<file path="src/shared/psl_pkg.sv">
// constants and types of the pixel serial link framer
// Functional notes
// RL1 - 24 data and 3 control bits per pixel clock on one pair, 280M to 2.1G
// RL2 - each pixel period holds 28 serial bit intervals
// RL3 - each frame has a fixed high and a fixed low clock bit
// RL4 - payload positions carry scrambled pixel data; compatible modes send it unscrambled
// RL5 - balance flag sends payload plain or inverted; receiver undoes it
// RL6 - integrity bit validates frames and carries encoded sync and enable
// RL7 - control bits travel encoded, never as payload bits
// RL8 - receiver locks on arbitrary data, no reference or training
// RL9 - all lanes and all 27 bit positions are always sampled
// RL10 - map pin high puts MSBs on lane 3, low puts LSBs there
// RL11 - a control register may choose the lane map instead of the pin
// RL12 - mode pins: LL normal, LH normal filtered, HL and HH compatible
// RL13 - compatible modes by pins only; filter by pin or register
// RL14 - disabling the serial output drops receiver lock until relock
// RL15 - encode order is scramble, then balance, then shuffle
// RL16 - control bit 24 hsync, 25 vsync, 26 data enable
// RL17 - at most 2 enable or hsync, 1 vsync transitions per 130 clocks
// RL18 - filter on drops enable and hsync pulses under 3 clocks
// RL19 - missing clock bits drop lock; outputs hold until relock
package psl_pkg;
    localparam int PSL_FRAME_W = 28;
    localparam int PSL_DATA_W = 24;
    localparam int PSL_CTL_W = 3;
    localparam int PSL_WORD_W = 27;
    localparam int PSL_LANE_W = 7;
    localparam int PSL_LANE_BITS = 28;
    localparam int PSL_RATE_MIN_MBPS = 280;
    localparam int PSL_RATE_MAX_MBPS = 2100;
    localparam int PSL_POS_CLK_HI = 27;
    localparam int PSL_POS_DCB = 26;
    localparam int PSL_POS_DCA = 25;
    localparam int PSL_POS_PAY = 1;
    localparam int PSL_POS_CLK_LO = 0;
    localparam int PSL_CTL_VS = 1;
    localparam int PSL_LANE0_DATA = 3;
    localparam int PSL_SHUF_STEP = 7;
    localparam int PSL_CTL_WIN = 130;
    localparam logic [1:0] PSL_LIM_DE_HS = 2'h2;
    localparam logic [1:0] PSL_LIM_VS = 2'h1;
    localparam logic [1:0] PSL_GLITCH_MIN = 2'h3;
    localparam logic [3:0] PSL_LOCK_MARKS = 4'h8;
    localparam logic [1:0] PSL_MARK_SLOT = 2'h3;
    localparam int PSL_DISP_W = 8;
    localparam logic [7:0] PSL_REG_CTRL = 8'h00;
    localparam logic [7:0] PSL_REG_STATUS = 8'h04;
    localparam logic [7:0] PSL_REG_IRQ_STAT = 8'h08;
    localparam logic [7:0] PSL_REG_IRQ_MASK = 8'h0C;
    localparam int PSL_CTRL_W = 4;
    localparam int PSL_CTRL_MAP_OVR = 0;
    localparam int PSL_CTRL_MAP_VAL = 1;
    localparam int PSL_CTRL_FILT_EN = 2;
    localparam int PSL_CTRL_TX_EN = 3;
    localparam logic [3:0] PSL_CTRL_RST = 4'h8;
    localparam int PSL_IRQ_W = 4;
    localparam int PSL_IRQ_LOCK_UP = 0;
    localparam int PSL_IRQ_LOCK_LOST = 1;
    localparam int PSL_IRQ_CTL_DROP = 2;
    localparam int PSL_IRQ_INTEG = 3;
    typedef enum logic [1:0] {
        PSL_MODE_NORMAL = 2'b00,
        PSL_MODE_FILTER = 2'b01,
        PSL_MODE_COMPAT_A = 2'b10,
        PSL_MODE_COMPAT_B = 2'b11
    } psl_mode_e;
    typedef enum logic [1:0] {
        PSL_RX_HUNT = 2'b00,
        PSL_RX_CHECK = 2'b01,
        PSL_RX_LOCKED = 2'b10
    } psl_rx_e;
endpackage : psl_pkg

</file>
<file path="src/hw/psl_ctl_filter.sv">
// glitch filter and transition limiter for the three control bits
`timescale 1ns/1ns
module psl_ctl_filter import psl_pkg::*; (
    // clock and reset
    input  wire logic                 clk,
    input  wire logic                 rst_n,
    input  wire logic                 ce,
    // control bits
    input  wire logic [PSL_CTL_W-1:0] ctl_in,
    input  wire logic                 filter_en,
    output logic      [PSL_CTL_W-1:0] ctl_out,
    output logic                      ctl_drop
);
    typedef struct packed {
        logic       out;
        logic       cand;
        logic [1:0] stab;
        logic [1:0] trans;
    } psl_ch_s;
    typedef struct packed {
        psl_ch_s [PSL_CTL_W-1:0] ch;
        logic [7:0]              win;
        logic                    drop;
    } psl_filt_s;
    psl_filt_s s_reg, s_next;
    psl_ch_s   ch_nx [PSL_CTL_W];
    logic      drop_nx [PSL_CTL_W];
    logic      win_end;

    assign win_end = (s_reg.win == 8'(PSL_CTL_WIN - 1));
    assign ctl_drop = s_reg.drop;

    for (genvar i = 0; i < PSL_CTL_W; i++) begin : g_ch
        localparam logic [1:0] LIM = (i == PSL_CTL_VS) ? PSL_LIM_VS : PSL_LIM_DE_HS;
        always_comb begin
            psl_ch_s c;
            c = s_reg.ch[i];
            drop_nx[i] = 1'b0;
            if (ctl_in[i] != c.cand) begin
                drop_nx[i] = (c.cand != c.out);
                c.cand = ctl_in[i];
                c.stab = 2'h1;
            end else if (c.stab != PSL_GLITCH_MIN) begin
                c.stab = c.stab + 2'h1;
            end
            if (win_end) begin
                c.trans = 2'h0;
            end
            if (c.cand != c.out && (!filter_en || c.stab == PSL_GLITCH_MIN)
                    && c.trans != LIM) begin // see RL17 see RL18
                c.out = c.cand;
                c.trans = c.trans + 2'h1;
            end
            ch_nx[i] = c;
        end
        assign ctl_out[i] = s_reg.ch[i].out;

    end

    always_comb begin
        s_next = s_reg;
        s_next.drop = 1'b0;
        if (ce) begin
            s_next.win = win_end ? 8'h00 : s_reg.win + 8'h01;
            for (int k = 0; k < PSL_CTL_W; k++) begin
                s_next.ch[k] = ch_nx[k];
                s_next.drop = s_next.drop | drop_nx[k];
            end
        end
    end

    always_ff @(posedge clk or negedge rst_n) begin
        if (!rst_n) begin
            s_reg <= '0;
        end else begin
            s_reg <= s_next;
        end
    end
endmodule : psl_ctl_filter

</file>
<file path="src/hw/psl_dc_balance.sv">
// running disparity tracker choosing plain or inverted payload
`timescale 1ns/1ns
module psl_dc_balance import psl_pkg::*; (
    // clock and reset
    input  wire logic                  clk,
    input  wire logic                  rst_n,
    input  wire logic                  ce,
    // payload word
    input  wire logic [PSL_DATA_W-1:0] word,
    input  wire logic                  advance,
    output logic                       invert
);
    typedef struct packed {
        logic signed [PSL_DISP_W-1:0] disp;
    } psl_bal_s;
    psl_bal_s s_reg, s_next;
    logic [4:0] ones;
    logic signed [PSL_DISP_W-1:0] bias;
    localparam logic signed [PSL_DISP_W-1:0] HALF = PSL_DISP_W'(PSL_DATA_W);

    always_comb begin
        ones = 5'h00;
        for (int b = 0; b < PSL_DATA_W; b++) begin
            ones = ones + 5'(word[b]);
        end
        bias = $signed({2'h0, ones, 1'b0}) - HALF;
        invert = (s_reg.disp != 0) && (bias != 0)
            && (s_reg.disp[PSL_DISP_W-1] == bias[PSL_DISP_W-1]); // see RL5
        s_next = s_reg;
        if (ce && advance) begin
            s_next.disp = invert ? s_reg.disp - bias : s_reg.disp + bias;
        end
    end

    always_ff @(posedge clk or negedge rst_n) begin
        if (!rst_n) begin
            s_reg <= '0;
        end else begin
            s_reg <= s_next;
        end
    end
endmodule : psl_dc_balance

</file>
<file path="src/hw/psl_framer.sv">
// serializer framing, deserializer lock and configuration of the link
`timescale 1ns/1ns
module psl_framer import psl_pkg::*; (
    // clock and reset
    input  wire logic                     clk,
    input  wire logic                     rst_n,
    input  wire logic                     ce,
    // parallel input lanes and strap pins
    input  wire logic [PSL_LANE_BITS-1:0] tx_lanes,
    input  wire logic                     lane_map_select,
    input  wire logic [1:0]               config_mode,
    // serial frame out
    output logic      [PSL_FRAME_W-1:0]   serial_frame_out,
    output logic                          serial_frame_oe,
    // serial frame in and parallel output lanes
    input  wire logic [PSL_FRAME_W-1:0]   serial_frame_in,
    output logic      [PSL_LANE_BITS-1:0] rx_lanes,
    output logic                          rx_locked,
    // register port
    input  wire logic [7:0]               reg_addr,
    input  wire logic [31:0]              reg_wdata,
    input  wire logic                     reg_wr,
    input  wire logic                     reg_rd,
    output logic      [31:0]              reg_rdata,
    // interrupt
    output logic                          irq
);
    localparam int PIN_W = PSL_LANE_BITS + 3;

    typedef struct packed {
        logic [PIN_W-1:0]         pin_a;
        logic [PIN_W-1:0]         pin_b;
        logic [PSL_FRAME_W-1:0]   rxf_a;
        logic [PSL_FRAME_W-1:0]   rxf_b;
        logic [PSL_CTRL_W-1:0]    ctrl;
        logic [PSL_IRQ_W-1:0]     irq_stat;
        logic [PSL_IRQ_W-1:0]     irq_mask;
        logic [31:0]              rdata;
        logic [PSL_DATA_W-1:0]    tx_prev;
        logic [1:0]               tx_slot;
        logic [PSL_CTL_W-1:0]     tx_ctl;
        logic [PSL_FRAME_W-1:0]   frame;
        logic                     oe;
        psl_rx_e                  rx_state;
        logic [3:0]               rx_marks;
        logic [1:0]               rx_slot;
        logic [PSL_DATA_W-1:0]    rx_prev;
        logic [PSL_CTL_W-1:0]     rx_acc;
        logic [PSL_CTL_W-1:0]     rx_ctl;
        logic [PSL_LANE_BITS-1:0] rx_out;
    } psl_state_s;
    psl_state_s s_reg, s_next;

    // lanes to {ctl, data}; msb_hi puts data MSBs on lane 3
    function automatic logic [PSL_WORD_W-1:0] lanes_to_word(
        input logic [PSL_LANE_BITS-1:0] ln,
        input logic                     msb_hi);
        logic [PSL_DATA_W-1:0] d;
        d = '0;
        for (int j = 1; j < 4; j++) begin
            if (msb_hi) begin
                d[PSL_LANE0_DATA + (j - 1) * PSL_LANE_W +: PSL_LANE_W] = ln[j * PSL_LANE_W +: PSL_LANE_W];
            end else begin
                d[(3 - j) * PSL_LANE_W +: PSL_LANE_W] = ln[j * PSL_LANE_W +: PSL_LANE_W];
            end
        end
        if (msb_hi) begin
            d[PSL_LANE0_DATA-1:0] = ln[PSL_LANE0_DATA-1:0];
        end else begin
            d[PSL_DATA_W-1 -: PSL_LANE0_DATA] = ln[PSL_LANE0_DATA-1:0];
        end
        return {ln[PSL_LANE0_DATA +: PSL_CTL_W], d}; // see RL16
    endfunction : lanes_to_word

    function automatic logic [PSL_LANE_BITS-1:0] word_to_lanes(
        input logic [PSL_WORD_W-1:0] w,
        input logic                  msb_hi);
        logic [PSL_LANE_BITS-1:0] ln;
        ln = '0;
        for (int j = 1; j < 4; j++) begin
            if (msb_hi) begin
                ln[j * PSL_LANE_W +: PSL_LANE_W] = w[PSL_LANE0_DATA + (j - 1) * PSL_LANE_W +: PSL_LANE_W];
            end else begin
                ln[j * PSL_LANE_W +: PSL_LANE_W] = w[(3 - j) * PSL_LANE_W +: PSL_LANE_W];
            end
        end
        ln[PSL_LANE0_DATA-1:0] = msb_hi ? w[PSL_LANE0_DATA-1:0]
                                        : w[PSL_DATA_W-1 -: PSL_LANE0_DATA];
        ln[PSL_LANE0_DATA +: PSL_CTL_W] = w[PSL_DATA_W +: PSL_CTL_W];
        return ln;
    endfunction : word_to_lanes

    function automatic logic [PSL_DATA_W-1:0] shuffle(input logic [PSL_DATA_W-1:0] v,
                                                     input logic fwd);
        logic [PSL_DATA_W-1:0] o;
        o = '0;
        for (int i = 0; i < PSL_DATA_W; i++) begin
            if (fwd) begin
                o[(i * PSL_SHUF_STEP) % PSL_DATA_W] = v[i];
            end else begin
                o[i] = v[(i * PSL_SHUF_STEP) % PSL_DATA_W];
            end
        end
        return o;
    endfunction : shuffle

    function automatic logic [PSL_DATA_W-1:0] rot(input logic [PSL_DATA_W-1:0] v);
        return {v[0], v[PSL_DATA_W-1:1]};
    endfunction : rot

    logic [PSL_LANE_BITS-1:0] tx_ln;
    logic                     map_pin;
    psl_mode_e                mode;
    logic                     compat;
    logic                     filt_use;
    logic                     map_use;
    logic [PSL_WORD_W-1:0]    tx_word;
    logic [PSL_DATA_W-1:0]    scr;
    logic                     invert;
    logic [PSL_DATA_W-1:0]    shuf;
    logic [PSL_CTL_W-1:0]     filt_ctl;
    logic                     ctl_drop;
    logic                     ctl_bit;
    logic                     dca;
    logic [PSL_FRAME_W-1:0]   rf;
    logic                     clk_ok;
    logic [PSL_DATA_W-1:0]    rpay;
    logic                     rx_x;
    logic [PSL_DATA_W-1:0]    rs;
    logic [PSL_DATA_W-1:0]    rd;
    logic                     mark_bad;
    logic [4:0]               status;

    // all lanes and straps are sampled every clock
    assign tx_ln = s_reg.pin_b[PSL_LANE_BITS-1:0]; // see RL9
    assign map_pin = s_reg.pin_b[PSL_LANE_BITS];
    assign mode = psl_mode_e'(s_reg.pin_b[PIN_W-1 -: 2]); // see RL12
    assign compat = (mode == PSL_MODE_COMPAT_A) || (mode == PSL_MODE_COMPAT_B); // see RL13
    assign filt_use = !compat && (mode == PSL_MODE_FILTER || s_reg.ctrl[PSL_CTRL_FILT_EN]); // see RL13
    assign map_use = s_reg.ctrl[PSL_CTRL_MAP_OVR] ? s_reg.ctrl[PSL_CTRL_MAP_VAL] : map_pin; // see RL10 see RL11
    assign tx_word = lanes_to_word(tx_ln, map_use);
    // scramble, balance, shuffle
    assign scr = compat ? tx_word[PSL_DATA_W-1:0]
                        : tx_word[PSL_DATA_W-1:0] ^ rot(s_reg.tx_prev); // see RL4 see RL15
    assign shuf = shuffle(invert ? ~scr : scr, 1'b1); // see RL15
    // control bits ride the integrity bit, one per slot, slot 3 is the marker
    assign ctl_bit = (s_reg.tx_slot == PSL_MARK_SLOT) ? 1'b1 : s_reg.tx_ctl[s_reg.tx_slot]; // see RL7
    assign dca = ^{shuf, invert} ^ ctl_bit; // see RL6

    assign rf = s_reg.rxf_b;
    assign clk_ok = rf[PSL_POS_CLK_HI] && !rf[PSL_POS_CLK_LO]; // see RL19
    assign rpay = rf[PSL_POS_PAY +: PSL_DATA_W];
    assign rx_x = rf[PSL_POS_DCA] ^ ^{rpay, rf[PSL_POS_DCB]};
    assign rs = rf[PSL_POS_DCB] ? ~shuffle(rpay, 1'b0) : shuffle(rpay, 1'b0); // see RL5
    assign rd = compat ? rs : rs ^ rot(s_reg.rx_prev); // see RL8
    assign mark_bad = (s_reg.rx_slot == PSL_MARK_SLOT) && !rx_x; // see RL6
    assign status = {filt_use, map_use, mode, rx_locked};

    psl_ctl_filter u_filter (
        .clk       (clk),
        .rst_n     (rst_n),
        .ce        (ce),
        .ctl_in    (tx_word[PSL_DATA_W +: PSL_CTL_W]),
        .filter_en (filt_use),
        .ctl_out   (filt_ctl),
        .ctl_drop  (ctl_drop)
    );

    psl_dc_balance u_balance (
        .clk     (clk),
        .rst_n   (rst_n),
        .ce      (ce),
        .word    (scr),
        .advance (s_reg.ctrl[PSL_CTRL_TX_EN]),
        .invert  (invert)
    );

    always_comb begin
        logic [PSL_IRQ_W-1:0] ev;
        ev = '0;
        s_next = s_reg;
        if (ce) begin
            s_next.rdata = '0;
            s_next.pin_a = {config_mode, lane_map_select, tx_lanes};
            s_next.pin_b = s_reg.pin_a;
            s_next.rxf_a = serial_frame_in;
            s_next.rxf_b = s_reg.rxf_a;
            if (reg_wr) begin
                case (reg_addr)
                    PSL_REG_CTRL: begin
                        s_next.ctrl = reg_wdata[PSL_CTRL_W-1:0];
                    end
                    PSL_REG_IRQ_STAT: begin
                        s_next.irq_stat = s_reg.irq_stat & ~reg_wdata[PSL_IRQ_W-1:0];
                    end
                    PSL_REG_IRQ_MASK: begin
                        s_next.irq_mask = reg_wdata[PSL_IRQ_W-1:0];
                    end
                    default: begin
                    end
                endcase
            end
            if (reg_rd) begin
                case (reg_addr)
                    PSL_REG_CTRL: s_next.rdata = 32'(s_reg.ctrl);
                    PSL_REG_STATUS: s_next.rdata = 32'(status);
                    PSL_REG_IRQ_STAT: s_next.rdata = 32'(s_reg.irq_stat);
                    PSL_REG_IRQ_MASK: s_next.rdata = 32'(s_reg.irq_mask);
                    default: s_next.rdata = '0;
                endcase
            end
            // serializer: one 28-bit frame per pixel clock
            s_next.tx_prev = scr;
            s_next.tx_slot = s_reg.tx_slot + 2'h1;
            if (s_reg.tx_slot == PSL_MARK_SLOT) begin
                s_next.tx_ctl = filt_ctl;
            end
            s_next.oe = s_next.ctrl[PSL_CTRL_TX_EN]; // see RL14
            s_next.frame = s_next.ctrl[PSL_CTRL_TX_EN]
                ? {1'b1, invert, dca, shuf, 1'b0} : '0; // see RL1 see RL2 see RL3
            // deserializer lock
            s_next.rx_prev = rs;
            s_next.rx_slot = s_reg.rx_slot + 2'h1;
            case (s_reg.rx_state)
                PSL_RX_HUNT: begin
                    if (clk_ok && rx_x) begin // see RL8
                        s_next.rx_state = PSL_RX_CHECK;
                        s_next.rx_marks = 4'h0;
                        s_next.rx_slot = 2'h0;
                    end
                end
                PSL_RX_CHECK: begin
                    if (!clk_ok || mark_bad) begin
                        s_next.rx_state = PSL_RX_HUNT;
                    end else if (s_reg.rx_slot == PSL_MARK_SLOT) begin
                        s_next.rx_marks = s_reg.rx_marks + 4'h1;
                        if (s_reg.rx_marks == PSL_LOCK_MARKS - 4'h1) begin
                            s_next.rx_state = PSL_RX_LOCKED;
                            ev[PSL_IRQ_LOCK_UP] = 1'b1;
                        end
                    end
                end
                PSL_RX_LOCKED: begin
                    if (!clk_ok || mark_bad) begin // see RL14 see RL19
                        s_next.rx_state = PSL_RX_HUNT;
                        ev[PSL_IRQ_LOCK_LOST] = 1'b1;
                        ev[PSL_IRQ_INTEG] = clk_ok;
                    end else begin
                        if (s_reg.rx_slot == PSL_MARK_SLOT) begin
                            s_next.rx_ctl = s_reg.rx_acc;
                        end else begin
                            s_next.rx_acc[s_reg.rx_slot] = rx_x; // see RL7
                        end
                        s_next.rx_out = word_to_lanes({s_reg.rx_ctl, rd}, map_use);
                    end
                end
                default: begin
                    s_next.rx_state = PSL_RX_HUNT;
                end
            endcase
            ev[PSL_IRQ_CTL_DROP] = ctl_drop;
            s_next.irq_stat = s_next.irq_stat | ev;
        end
    end

    always_ff @(posedge clk or negedge rst_n) begin
        if (!rst_n) begin
            s_reg <= '0;
            s_reg.ctrl <= PSL_CTRL_RST;
        end else begin
            s_reg <= s_next;
        end
    end

    assign serial_frame_out = s_reg.frame;
    assign serial_frame_oe = s_reg.oe;
    assign rx_lanes = s_reg.rx_out;
    assign rx_locked = (s_reg.rx_state == PSL_RX_LOCKED);
    assign reg_rdata = s_reg.rdata;
    assign irq = |(s_reg.irq_stat & s_reg.irq_mask);
endmodule : psl_framer

</file>
<file path="config.mk">
export PLATFORM = sky130hd
export DESIGN_NAME = psl_framer
export DESIGN_NICKNAME = d
export VERILOG_FILES = /design/src/shared/psl_pkg.sv /design/src/hw/psl_ctl_filter.sv /design/src/hw/psl_dc_balance.sv /design/src/hw/psl_framer.sv
export SDC_FILE = /design/constraint.sdc
export NUM_CORES = 1
export LEC_CHECK = 0
export ABC_AREA = 1
export ABC_CLOCK_PERIOD_IN_PS = 7100
export BUFFER_PORTS_ARGS = -buffer_cell sky130_fd_sc_hd__buf_2
export CAP_MARGIN = 20
export CORE_MARGIN = 2
export CORE_UTILIZATION = 42
export CTS_CLUSTER_DIAMETER = 120
export CTS_CLUSTER_SIZE = 14
export DETAILED_ROUTE_END_ITERATION = 8
export SLEW_MARGIN = 30
export SYNTH_ARGS = -nofsm -noshare
export SYNTH_HDL_FRONTEND = slang
export SYNTH_SLANG_ARGS = --single-unit
</file>
<file path="constraint.sdc">
create_clock -name clk -period 7.1 [get_ports clk]
set_input_delay 0 -clock clk [delete_from_list [all_inputs] [get_ports clk]]
set_output_delay 0 -clock clk [all_outputs]
set_load 0.005 [all_outputs]
</file>
==> run summary <==
### GRT
- 161 — maximum number of pins on one net before global-route repair
- 66400 µm — global-route wire length before repair
- 12746 — number of global-route vias before repair
- 2.73% — met3 capacity usage during global routing
- met2 — most crowded layer after global routing
- 31.4% — met2 routing resource usage after global routing
- 0 — total global routing overflow
- 31.4% — met1 track demand over resource in global routing
- 20.8% — total routing resource utilization after global routing
- 3 — number of antenna violations at the first check in global routing

### Route
- 5 — First-pass DRT Iterations
- 14.7 µm — routed len/inst
- 932 — DRC violation total after the first TritonRoute iteration
- 13388 — total number of vias
- 0 — Post-route DRC
- 4.82 — number of vias per cell
- 40900 µm — Routed Wire Length
- 0 — Post-DRT Antenna Nets

### Status
- completed — run status

### Clock tree
- 70 ps — Reg clk slew, reported paths
- 560 ps — clock latency of the later-clocked register in the worst-skew pair
- 24 — number of buffers added by the clock tree synthesis step
- sky130_fd_sc_hd__clkbuf_16 — Root Buffer Master
- 1 — Clock H-tree levels
- 288 — number of sinks on the clock net
- 3 — Clock Path Buffers
- done — clock tree from TritonCTS

### Synthesis
- 7.80 µm² — average size of a mapped cell
- 16100 µm² — Synth Cell Area
- 0 — yosys synthesis warning count
- 44.9% — Seq/Total Area, Yosys
- 288 — register bit count reported by yosys
- 44.7% — top cell type's share of synthesized area
- 100% — share of synthesized flip-flops with an asynchronous set or reset
- 43 — Distinct cells, synth
- sky130_fd_sc_hd__dfrtp_1 (45%), sky130_fd_sc_hd__nand2_1 (17%), sky130_fd_sc_hd__o21ai_0 (6.9%) — leading post-synthesis cells by cell area
- 2060 — count of mapped cells out of synthesis
- sky130_fd_sc_hd__dfrtp_1 — library cell occupying the most area in the post-synthesis netlist
- sky130_fd_sc_hd__dfrtp_1 — commonest register cell after synthesis
- 0 — number of enable-type register cells in the synthesized netlist

### Floorplanning
- 200 µm — Horiz. Die Dim
- 42.6% — Starting Density
- 37700 µm² — core area
- 39800 µm² — floorplan die area
- 71 — Std-Cell Rows
- 200 µm — die extent in y
- 195 — I/O Pins

### Critical path
- s_reg[164] — origin of the worst setup path
- flip-flop — Critical Path Start Type
- u_balance.s_reg[6] — CP Capture Point
- 550 ps — delay of the slowest critical-path stage
- sky130_fd_sc_hd__fa_1 — CP dominant cell by count
- 6 — crit path max fanout
- reg -> reg — worst setup path category
- u_balance.s_reg[6] — capture point of the worst reg-to-reg path
- 70 ps — Worst R2R Setup Slack
- sky130_fd_sc_hd__fa_1 — slowest stage cell, crit path
- 7450 ps — Worst Path Arrival
- flip-flop — element type at the critical path end
- 7520 ps — data required time of the critical path
- s_reg[164] — reg2reg start
- 39 — worst reg2reg path depth

### Finish
- 2408 — Final #Nets
- 13.3% — layout cells sized above 1
- 50.3% — post-layout utilization of the core
- 18.0% — Area growth syn-to-layout
- 164 — flip-flop count of the largest register, all copies and words added
- 3693 — number of fill cells in the layout

### STA
- 99.1% — share of the clock period used by the worst path after layout
- 0 — number of endpoints failing setup at the final stage
- 0 — max-slew violation count
- 7030 ps — post-layout minimum cycle time
- 953 ps — transition time at the pin with the least slew margin
- 0 — number of endpoints with negative hold slack in the final report
- 21.3 ps — clock skew after layout
- 35.8% — Rel. slew slack
- yes — setup repair after global routing missed its margin
- 142 MHz — f_max

### Placed design
- 0.870 — routability congestion estimate
- 28900 µm — HPWL Detailed
- 136 — buffers added on ports

### Run
- 0 — MaxCap Viol Count

### Min path
- in -> async — Hold Path Class

[worst min path at each step]
stage	cells past startpoint	slack (ps)	startpoint	endpoint
2_1_floorplan	0	-300	rst_n	map_pin
3_3_place_gp	1	180	rst_n	rx_lanes[11]
3_5_place_dp	1	-80	rst_n	rx_lanes[11]
4_1_cts	3	30	rst_n	rx_lanes[11]
5_1_grt	3	50	rst_n	rx_lanes[11]
6_report	3	40	rst_n	rx_lanes[11]
[per-layer routing]
metal	wire length, µm	vias to the layer above	share of wire, %
met5	0	-	0
met4	990	0	2.4
met3	2090	64	5.1
met2	17400	314	43
met1	20400	6297	50
li1	-	6713	-
[cells in the mapped netlist, types with 4 or more instances]
| cell type | n |
|---|---|
| sky130_fd_sc_hd__inv_2 | 6 |
| sky130_fd_sc_hd__a221oi_1 | 4 |
| sky130_fd_sc_hd__and2_1 | 4 |
| sky130_fd_sc_hd__inv_1 | 210 |
| sky130_fd_sc_hd__nor4_1 | 5 |
| sky130_fd_sc_hd__a21oi_1 | 31 |
| sky130_fd_sc_hd__o211ai_1 | 7 |
| sky130_fd_sc_hd__fa_1 | 18 |
| sky130_fd_sc_hd__dfrtp_1 | 287 |
| sky130_fd_sc_hd__buf_6 | 4 |
| sky130_fd_sc_hd__nor3_1 | 6 |
| sky130_fd_sc_hd__o22ai_1 | 5 |
| sky130_fd_sc_hd__buf_4 | 94 |
| sky130_fd_sc_hd__nand3b_1 | 17 |
| sky130_fd_sc_hd__o21ai_1 | 13 |
| sky130_fd_sc_hd__xnor2_1 | 68 |
| sky130_fd_sc_hd__buf_2 | 12 |
| sky130_fd_sc_hd__nand4_1 | 7 |
| sky130_fd_sc_hd__clkbuf_1 | 48 |
| sky130_fd_sc_hd__ha_1 | 33 |
| sky130_fd_sc_hd__xor2_1 | 24 |
| sky130_fd_sc_hd__nor2_1 | 91 |
| sky130_fd_sc_hd__nand3_1 | 81 |
| sky130_fd_sc_hd__nand2_1 | 720 |
| sky130_fd_sc_hd__o21ai_0 | 221 |
| sky130_fd_sc_hd__o21bai_1 | 4 |
| sky130_fd_sc_hd__buf_1 | 7 |
| sky130_fd_sc_hd__nand2_2 | 10 |
[per-stage QoR]
step	setup slack, ps	area, µm²	setup TNS (ps)	instances	hold slack, ps
after CTS	0.447	18700	0	2758	27.0
after global routing	-379	18900	-747	2776	48.3
after floorplan	-39.1	16200	-39.1	2088	-296
final	67.3	19000	0	2778	35.8
after global placement	24.5	16900	0	2617	184
after detailed placement	-135	16900	-171	2618	-81.8
[repair_timing]
| item | CTS | global route |
|---|---|---|
| buffers inserted | 1 | 16 |
| hold buffers | 103 | 0 |
| hold endpoints to repair | 290 | 0 |
| setup endpoints to repair | 2 | 5 |
| pin swaps | 2 | 29 |
| gates resized for setup | 3 | 41 |
[placed cells by master, fill, tap and decap left out, types with 17 or more instances in the layout]
cell | Yosys | final
sky130_fd_sc_hd__nand3_1 | 81 | 79
sky130_fd_sc_hd__conb_1 | 1 | 29
sky130_fd_sc_hd__o21ai_0 | 221 | 217
sky130_fd_sc_hd__buf_4 | 94 | 58
sky130_fd_sc_hd__ha_1 | 33 | 30
sky130_fd_sc_hd__nand2_1 | 720 | 703
sky130_fd_sc_hd__nand3b_1 | 17 | 17
sky130_fd_sc_hd__inv_1 | 210 | 203
sky130_fd_sc_hd__nor2_1 | 91 | 90
sky130_fd_sc_hd__clkbuf_16 | 0 | 24
sky130_fd_sc_hd__nand2_2 | 10 | 23
sky130_fd_sc_hd__xnor2_1 | 68 | 67
sky130_fd_sc_hd__a21oi_1 | 31 | 28
sky130_fd_sc_hd__xor2_1 | 24 | 24
sky130_fd_sc_hd__buf_2 | 12 | 134
sky130_fd_sc_hd__dlygate4sd3_1 | 0 | 102
sky130_fd_sc_hd__dfrtp_1 | 287 | 285
[worst max-delay path, delay by kind of cell, from the launching register on]
family / cells / cell delay (ps)
AO/OA/AOI/OAI: 3 / 400
AND/OR/NAND/NOR: 13 / 990
XOR/XNOR: 3 / 550
flip-flops: 1 / 460
adder cells (fa/ha/maj): 10 / 3790
buffers and inverters: 10 / 710
[area by class of cell]
type,instances,area (µm²),area share (%)
repair buffers,304,2310,12.2
clock inverters,2,25.0,0.132
flip-flops and latches,288,7210,38.0
diodes,4,10.0,0.0528
well taps,511,639,3.37
inverters,217,822,4.34
clock buffers,34,638,3.37
multi-input cells,1418,7300,38.5
[cells by family (layout without fill, tap and decap cells)]
group           after synthesis  after routing  synth area share (%)
simple gates                950            950                  24.1
flops                       288            288                  44.9
buf+inv                     382            557                  11.4
xor+xnor                     93             93                  5.12
other cells                   1             33                0.0233
fa+ha+maj                    51             51                  4.81
compound gates              295            295                  9.67
Power is left out: the tool's default activity adds up to more than one toggle a clock period on the data nets, which glitch-free logic cannot reach.
